--- src/common/rsa_pkg.sv ---
package rsa_pkg;

	// ----------------------------------------------------------------
	// Data memory geometry
	// ----------------------------------------------------------------
	localparam int unsigned RAM_WORDS    = 256;
	localparam int unsigned ADDR_W       = 8;
	localparam int unsigned NIB_W        = 4;
	localparam int unsigned PC_W         = 12;

	// ----------------------------------------------------------------
	// Special addresses
	// ----------------------------------------------------------------
	localparam logic [7:0] STACK_BASE    = 8'hC0;
	localparam logic [7:0] STACK_END     = 8'hFB;
	localparam logic [3:0] STACK_LAST    = 4'hE;
	localparam logic [7:0] CNT1_LOW      = 8'hF4;
	localparam logic [7:0] CNT1_MID      = 8'hF5;
	localparam logic [7:0] CNT1_HIGH     = 8'hF6;
	localparam logic [7:0] CNT2_LOW      = 8'hF8;
	localparam logic [7:0] CNT2_MID      = 8'hF9;
	localparam logic [7:0] CNT2_HIGH     = 8'hFA;
	localparam logic [7:0] TPTR_LOW      = 8'hFC;
	localparam logic [7:0] TPTR_MID      = 8'hFD;
	localparam logic [7:0] TPTR_HIGH     = 8'hFE;
	localparam logic [7:0] SLI_ADDR      = 8'hFF;
	localparam logic [3:0] ZERO_PAGE     = 4'h0;

	// ----------------------------------------------------------------
	// Word order inside one stack location
	// ----------------------------------------------------------------
	localparam logic [1:0] SLOT_PC_LOW   = 2'h0;
	localparam logic [1:0] SLOT_PC_MID   = 2'h1;
	localparam logic [1:0] SLOT_PC_HIGH  = 2'h2;
	localparam logic [1:0] SLOT_FLAGS    = 2'h3;

	// ----------------------------------------------------------------
	// Sequencer commands
	// ----------------------------------------------------------------
	typedef enum logic [2:0] {
		CMD_NONE,
		CMD_CALL,
		CMD_INT_ACCEPT,
		CMD_SUB_RETURN,
		CMD_INT_RETURN
	} rsa_cmd_t;

	typedef struct packed {
		logic carryFlag;
		logic zeroFlag;
		logic branchConditionFlag;
		logic generalFlag;
	} rsa_flags_t;

	typedef struct packed {
		logic       rd;
		logic       wr;
		logic       zeroPage;
		logic [7:0] addr;
		logic [3:0] wdata;
	} rsa_ram_req_t;

endpackage

--- src/hw/rsa_ram_stack.sv ---
// Functional notes
// - Call saves return PC into the location named by the stack index word.
// - Interrupt acceptance saves PC and flags into the current location.
// - Subroutine return reloads PC only; interrupt return reloads PC and flags.
// - Fifteen locations 0..14, four nibbles each, ending at FB.
// - Location n starts at C0 plus four times n; location 3 is CC..CF.
// - Index decrements after save and increments before restore.
// - Stack index word is RAM nibble FF, software and hardware writable.
// - No overflow check; saves overwrite whatever RAM lies there.
// - Two 12-bit counts in nibbles F4..F6 and F8..FA.
// - Count nibbles are plain RAM-readable and RAM-writable words.
// - Nibbles F7 and FB stay ordinary RAM.
// - Zero-page addressing reaches words 00..0F directly.
// - Table pointer is 12 bits; a tableAdvance pulse in idle, with no RAM write, post-increments it.
// - Saved flags are carry, zero, branch condition and general flag.
module rsa_ram_stack (
	input  wire logic                  clk_sys,
	input  wire logic                  reset_n,
	input  wire rsa_pkg::rsa_ram_req_t ramReq,
	output logic [3:0]                 ramRdata,
	input  wire rsa_pkg::rsa_cmd_t     stackCmd,
	input  wire logic [11:0]           pcIn,
	input  wire rsa_pkg::rsa_flags_t   flagsIn,
	output logic                       stackBusy,
	output logic                       restoreValid,
	output logic                       restoreFlagsValid,
	output logic [11:0]                pcOut,
	output rsa_pkg::rsa_flags_t        flagsOut,
	input  wire logic                  tableAdvance,
	output logic [11:0]                tablePointer,
	output logic [11:0]                firstCountRegister,
	output logic [11:0]                secondCountRegister,
	output logic [3:0]                 stackLocationIndex
);
	import rsa_pkg::*;

	// ----------------------------------------------------------------
	// Storage
	// ----------------------------------------------------------------
	// Left unreset on purpose: RAM and the index word power up unknown
	logic [3:0] ramMem [RAM_WORDS];

	typedef enum logic [2:0] {
		ST_IDLE,
		ST_SAVE,
		ST_PRE_INC,
		ST_LOAD,
		ST_DONE
	} rsa_state_t;

	rsa_state_t  state_q, state_d;
	logic [1:0]  slot_q, slot_d;
	logic        withFlags_q, withFlags_d;
	logic [11:0] pc_q;
	rsa_flags_t  flags_q;
	logic [11:0] pcLoad_q;
	logic [3:0]  rdata_q;
	logic [11:0] tpNext;

	// Word address of one nibble in a stack location
	function automatic logic [7:0] slotAddr(input logic [3:0] loc, input logic [1:0] slot);
		slotAddr = STACK_BASE + {2'h0, loc, 2'h0} + {6'h00, slot};
	endfunction

	// Word address of a software access; zero page ignores the page bits
	function automatic logic [7:0] ramAddr(input rsa_ram_req_t req);
		ramAddr = req.zeroPage ? {ZERO_PAGE, req.addr[3:0]} : req.addr;
	endfunction

	// Nibble of the captured PC or flags for a given slot
	function automatic logic [3:0] slotData(input logic [11:0] pc, input rsa_flags_t fl,
			input logic [1:0] slot);
		case (slot)
			SLOT_PC_LOW:  slotData = pc[3:0];
			SLOT_PC_MID:  slotData = pc[7:4];
			SLOT_PC_HIGH: slotData = pc[11:8];
			default:      slotData = fl;
		endcase
	endfunction

	assign stackLocationIndex = ramMem[SLI_ADDR];
	assign tablePointer       = {ramMem[TPTR_HIGH], ramMem[TPTR_MID], ramMem[TPTR_LOW]};
	assign firstCountRegister = {ramMem[CNT1_HIGH], ramMem[CNT1_MID], ramMem[CNT1_LOW]};
	assign secondCountRegister = {ramMem[CNT2_HIGH], ramMem[CNT2_MID], ramMem[CNT2_LOW]};
	assign tpNext             = tablePointer + 12'h001;
	assign stackBusy          = (state_q != ST_IDLE);

	// ----------------------------------------------------------------
	// Sequencer
	// ----------------------------------------------------------------
	// Next state: saves stream four nibbles, restores bump the index first
	always_comb begin
		state_d     = state_q;
		slot_d      = slot_q;
		withFlags_d = withFlags_q;
		case (state_q)
			ST_IDLE: begin
				slot_d = SLOT_PC_LOW;
				case (stackCmd)
					CMD_CALL: begin
						state_d     = ST_SAVE;
						withFlags_d = 1'b0;
					end
					CMD_INT_ACCEPT: begin
						state_d     = ST_SAVE;
						withFlags_d = 1'b1;
					end
					CMD_SUB_RETURN: begin
						state_d     = ST_PRE_INC;
						withFlags_d = 1'b0;
					end
					CMD_INT_RETURN: begin
						state_d     = ST_PRE_INC;
						withFlags_d = 1'b1;
					end
					default: state_d = ST_IDLE;
				endcase
			end
			ST_SAVE: begin
				slot_d = slot_q + 2'h1;
				if (slot_q == SLOT_FLAGS) begin
					state_d = ST_DONE;
				end
			end
			ST_PRE_INC: state_d = ST_LOAD;
			ST_LOAD: begin
				slot_d = slot_q + 2'h1;
				if (slot_q == SLOT_FLAGS) begin
					state_d = ST_DONE;
				end
			end
			ST_DONE: state_d = ST_IDLE;
			default: state_d = ST_IDLE;
		endcase
	end

	// Control state registers
	always_ff @(posedge clk_sys or negedge reset_n) begin
		if (!reset_n) begin
			state_q     <= ST_IDLE;
			slot_q      <= 2'h0;
			withFlags_q <= 1'b0;
		end else begin
			state_q     <= state_d;
			slot_q      <= slot_d;
			withFlags_q <= withFlags_d;
		end
	end

	// Capture PC and flags at the command so the sequencer may move on
	always_ff @(posedge clk_sys or negedge reset_n) begin
		if (!reset_n) begin
			pc_q    <= 12'h000;
			flags_q <= 4'h0;
		end else if (state_q == ST_IDLE && stackCmd != CMD_NONE) begin
			pc_q    <= pcIn;
			flags_q <= flagsIn;
		end
	end

	// ----------------------------------------------------------------
	// RAM write port
	// ----------------------------------------------------------------
	// Stack traffic owns the array while busy; software writes are
	// ignored then, so the sequencer must not issue RAM ops meanwhile
	always_ff @(posedge clk_sys) begin
		if (state_q == ST_SAVE) begin
			// No bound check: a runaway stack overwrites user data
			ramMem[slotAddr(stackLocationIndex, slot_q)] <=
				slotData(pc_q, flags_q, slot_q);
			if (slot_q == SLOT_FLAGS) begin
				ramMem[SLI_ADDR] <= stackLocationIndex - 4'h1;
			end
		end else if (state_q == ST_PRE_INC) begin
			ramMem[SLI_ADDR] <= stackLocationIndex + 4'h1;
		end else if (state_q == ST_IDLE) begin
			if (ramReq.wr) begin
				// F7, FB and counter nibbles are plain words here
				ramMem[ramAddr(ramReq)] <= ramReq.wdata;
			end else if (tableAdvance) begin
				ramMem[TPTR_LOW]  <= tpNext[3:0];
				ramMem[TPTR_MID]  <= tpNext[7:4];
				ramMem[TPTR_HIGH] <= tpNext[11:8];
			end
		end
	end

	// ----------------------------------------------------------------
	// Read data and restore results
	// ----------------------------------------------------------------
	// Registered read, one cycle after the request
	always_ff @(posedge clk_sys or negedge reset_n) begin
		if (!reset_n) begin
			rdata_q <= 4'h0;
		end else if (ramReq.rd && state_q == ST_IDLE) begin
			rdata_q <= ramMem[ramAddr(ramReq)];
		end
	end
	assign ramRdata = rdata_q;

	// Gather restored PC nibbles; on interrupt return the flags nibble goes straight to flagsOut
	always_ff @(posedge clk_sys or negedge reset_n) begin
		if (!reset_n) begin
			pcLoad_q <= 12'h000;
		end else if (state_q == ST_LOAD) begin
			case (slot_q)
				SLOT_PC_LOW:  pcLoad_q[3:0]  <= ramMem[slotAddr(stackLocationIndex, slot_q)];
				SLOT_PC_MID:  pcLoad_q[7:4]  <= ramMem[slotAddr(stackLocationIndex, slot_q)];
				SLOT_PC_HIGH: pcLoad_q[11:8] <= ramMem[slotAddr(stackLocationIndex, slot_q)];
				default:      pcLoad_q       <= pcLoad_q;
			endcase
		end
	end

	// Present restored values at the end of a restore; the valid strobes last one cycle, pcOut and flagsOut hold
	always_ff @(posedge clk_sys or negedge reset_n) begin
		if (!reset_n) begin
			restoreValid      <= 1'b0;
			restoreFlagsValid <= 1'b0;
			pcOut             <= 12'h000;
			flagsOut          <= 4'h0;
		end else begin
			restoreValid      <= 1'b0;
			restoreFlagsValid <= 1'b0;
			if (state_q == ST_LOAD && slot_q == SLOT_FLAGS) begin
				restoreValid      <= 1'b1;
				restoreFlagsValid <= withFlags_q;
				pcOut             <= pcLoad_q;
				if (withFlags_q) begin
					flagsOut <= ramMem[slotAddr(stackLocationIndex, slot_q)];
				end
			end
		end
	end

endmodule

--- config.mk ---
export PLATFORM = sky130hd
export DESIGN_NAME = rsa_ram_stack
export DESIGN_NICKNAME = d
export VERILOG_FILES = /design/src/common/rsa_pkg.sv /design/src/hw/rsa_ram_stack.sv
export SDC_FILE = /design/constraint.sdc
export NUM_CORES = 1
export LEC_CHECK = 0
export BUFFER_PORTS_ARGS = -buffer_cell sky130_fd_sc_hd__clkbuf_2
export CAP_MARGIN = 20
export CORE_UTILIZATION = 55
export DETAILED_ROUTE_END_ITERATION = 8
export PLACE_DENSITY = 0.74
export SYNTH_ARGS = -nofsm -noshare
export SYNTH_HDL_FRONTEND = slang
export SYNTH_SLANG_ARGS = --single-unit
--- constraint.sdc ---
create_clock -name clk_sys -period 9.52 [get_ports clk_sys]
set_input_delay 0.952 -clock clk_sys [delete_from_list [all_inputs] [get_ports clk_sys]]
set_output_delay 0.952 -clock clk_sys [all_outputs]
set_load 0.01 [all_outputs]
==> flow_summary.ini <==
[power_and_ir_drop]
clkPwrFrac_pct = 26.9
p_leak_nw = 16.3
power_density_nw_per_um2 = 292
p_sw_mw = 4.65
p_comb_share_pct = 24.8
p_int_mw = 10.1
ir_drop_uv = 349
seq_power_share_pct = 48.4
swShare_pct = 31.5

[placement]
post-place-ws_ns = 4.42
dp_hpwl_mm = 74.7
dp.cells = 3626
gp_congestion = 0.908
portBuffers = 99

[sta]
fin_crit_sh_pct = 53.5
final.setup_skew_ns = 0.0260
setup_viol = 0
final.setup.worst_slack_ns = 4.43
setup_tns_ns = 0
hold_viol_final = 0
rsz0062_at_grt = false
slew_violations = 0
max_slew_margin_pct = 19.9
fmax_ghz = 0.196
worst_slew_pin_slew_ns = 1.20
min_period_ns = 5.09

[global_route]
antenna_found_initial = 1
grt.total_usage_pct = 27.9
grt_pass1_vias = 25746
grt_overflow = 0
grt_max_degree = 153
grt_pass1_wl_mm = 173

[synthesis]
ys.flop_type = edfxtp_1
async_reset_ff_share_pct = 5.19
synth_edf_count = 1024
syn_nets = 2631
synth_area_um2 = 46100
synth_mux_area_share_pct = 17.6
yosys.area_share.simple_pct = 5.44
synth.distinct_cells = 85
synthCells = 2586
synth.area.top_cells = edfxtp_1 (67%), mux4_2 (13%), mux2i_1 (3.1%)
synth_compound_area_share_pct = 4.19
synth_fa_ha_area_share_pct = 0.234
synth_top_area_cell = edfxtp_1
synth_seq_cells = 1080
syn_area_per_cell_um2 = 17.8
yosysSeqAreaShare_pct = 69.8
synth_xor_area_share_pct = 0.228
synth_top_family_by_area = multiplexers
synth_warnings = 0
yosysTopAreaCellShare_pct = 66.8

[critical_path]
reg2reg_depth = 9
r2r-start = slot_q[0]$_DFFE_PN0P_
rrSetupSlack_ns = 4.43
arrival_ns = 5.45
startpoint = slot_q[0]$_DFFE_PN0P_
r2r-end = ramMem[189][2]$_DFFE_PP_
cp-end-kind = flop
critical_path_class = flop to flop
start_kind = flop
worst-path-max-fanout = 97
crit_required_ns = 9.88

[clocking]
clk_path_buf_depth = 3
ctsResizeCount = 0
insertion_delay_ns = 0.67
root_buffer = clkbuf_16
postCtsSetupRepairBufs = 0
htreeDepth = 3
clkTransAtPathRegs_ns = 0.06
numClockSinks = 1080
cts_made_buffers = 104
cts_tree = done
ctsHoldBuffers = 0

[floorplan]
die_w_um = 291
num_io_pins = 100
die_area_um2 = 84900
core_um2 = 82500
num_rows = 105
die_h_um = 291
initial_core_util_pct = 55.8

[finish]
final_cell_mix = edfxtp_1 (1024), nor2_1 (294), mux4_2 (271)
seqCellArea_um2 = 32200
fillers = 5742
drive_gt1_share_pct = 23.0
final_nets = 2710
layout_commonest_cell = edfxtp_1
final_cells = 3820
syn_to_final_growth_pct = 9.69
multi_input_area_um2 = 12800

[detailed_routing]
drt_iter0_markers = 3632
wire_per_inst_um = 30.9
drcViolationCount = 0
via_per_inst = 6.89
ant_nets = 0
first_pass_iters = 8
num_vias = 26313
routed_wl_mm = 118

[hold_path]
hold_path_class = input port to async pin

[outcome]
status = finished, final reports clean

[job]
drv_cap = 0
-- routing by layer --
| metal | track usage (%) | up-vias | part of all wire (%) |
|---|---|---|---|
| li1 | - | 10630 | - |
| met5 | 0 | - | 0 |
| met1 | 38.9 | 13496 | 37 |
| met2 | 43.4 | 1906 | 47 |
| met3 | 5.83 | 281 | 12 |
| met4 | 11.5 | 0 | 4.1 |
-- registers in the layout, indices dropped and copies added, names as in the netlist --
register	cells
restoreFlagsValid	1
restoreValid	1
flags_q	4
withFlags_q	1
flagsOut	4
slot_q	2
pc_q	12
ramRdata	4
pcLoad_q	12
pcOut	12
ramMem	1024
state_q	3
-- worst max path at each step --
stage	endpoint	slack (ns)	cells past startpoint
2_1_floorplan	ramMem[0][1]$_DFFE_PP_	3.18	3
6_report	ramMem[189][2]$_DFFE_PP_	4.43	9
5_1_grt	ramMem[120][2]$_DFFE_PP_	3.99	9
4_1_cts	ramMem[120][2]$_DFFE_PP_	4.40	9
3_3_place_gp	ramRdata[3]$_DFFE_PN0P_	4.56	9
3_5_place_dp	ramMem[211][2]$_DFFE_PP_	4.42	9
-- cell usage after synthesis (24+ instances only) --
cell	n
edfxtp_1	1024
nor2_1	294
mux4_2	271
mux2i_1	143
nand2_1	127
clkbuf_1	64
dfrtp_1	56
o22ai_1	42
mux2_2	40
buf_2	39
o21ai_0	37
o221ai_1	37
a21oi_1	36
nand3_1	32
buf_6	26
nor3_1	24
-- worst max-delay path: stages, from the launching register on --
cell and delay (ns):
dfrtp_4 0.74, buf_4 0.80, ha_1 0.34, clkinv_1 0.24, nand2_1 0.13, o211a_1 0.14, a21oi_1 0.09, inv_6 0.56
buf_4 0.87, buf_4 0.68
-- per-stage QoR --
step                total power, mW  cell area [um2]  utilization, %  hold slack [ns]
floorplan                      9.55            46100               -            0.450
global placement               10.7            47200            57.2            0.465
detailed placement             10.8            47200            57.2            0.472
CTS                            14.7            50400            61.1            0.458
global route                   15.2            50500            61.2            0.509
finish                         14.8            50500            61.2            0.455
-- cell type report --
cell class                 count  share of cell area (%)
timing repair buffer         142                    1.77
antenna                        3                  0.0149
tap                         1070                    2.65
clock buffer                 130                    5.57
sequential                  1080                    63.7
multi-input combinational   1327                    25.4
inverter                      10                   0.104
clock inverter                58                   0.862
-- logic make-up (layout without fill, tap and decap cells) --
kind of cell               Yosys count  count (layout)
AOI/OAI and AO/OA                  278             278
xor gates and xnor gates            12              12
adders and majority gates            8               8
buffers and inverters              179             340
DFF                               1080            1080
muxes                              459             459
other                                0               3
and+or+nand+nor                    570             570
-- power by group through the flow --
stage	clock network [mW]	registers, mW	logic [mW]
3_5_place_dp	0	7.23	3.59
2_1_floorplan	0	7.42	2.13
3_3_place_gp	0	7.22	3.44
6_report	3.97	7.14	3.65
4_1_cts	4.00	7.13	3.59
5_1_grt	4.17	7.16	3.87
No activity file was read; power rests on OpenSTA's default activity.
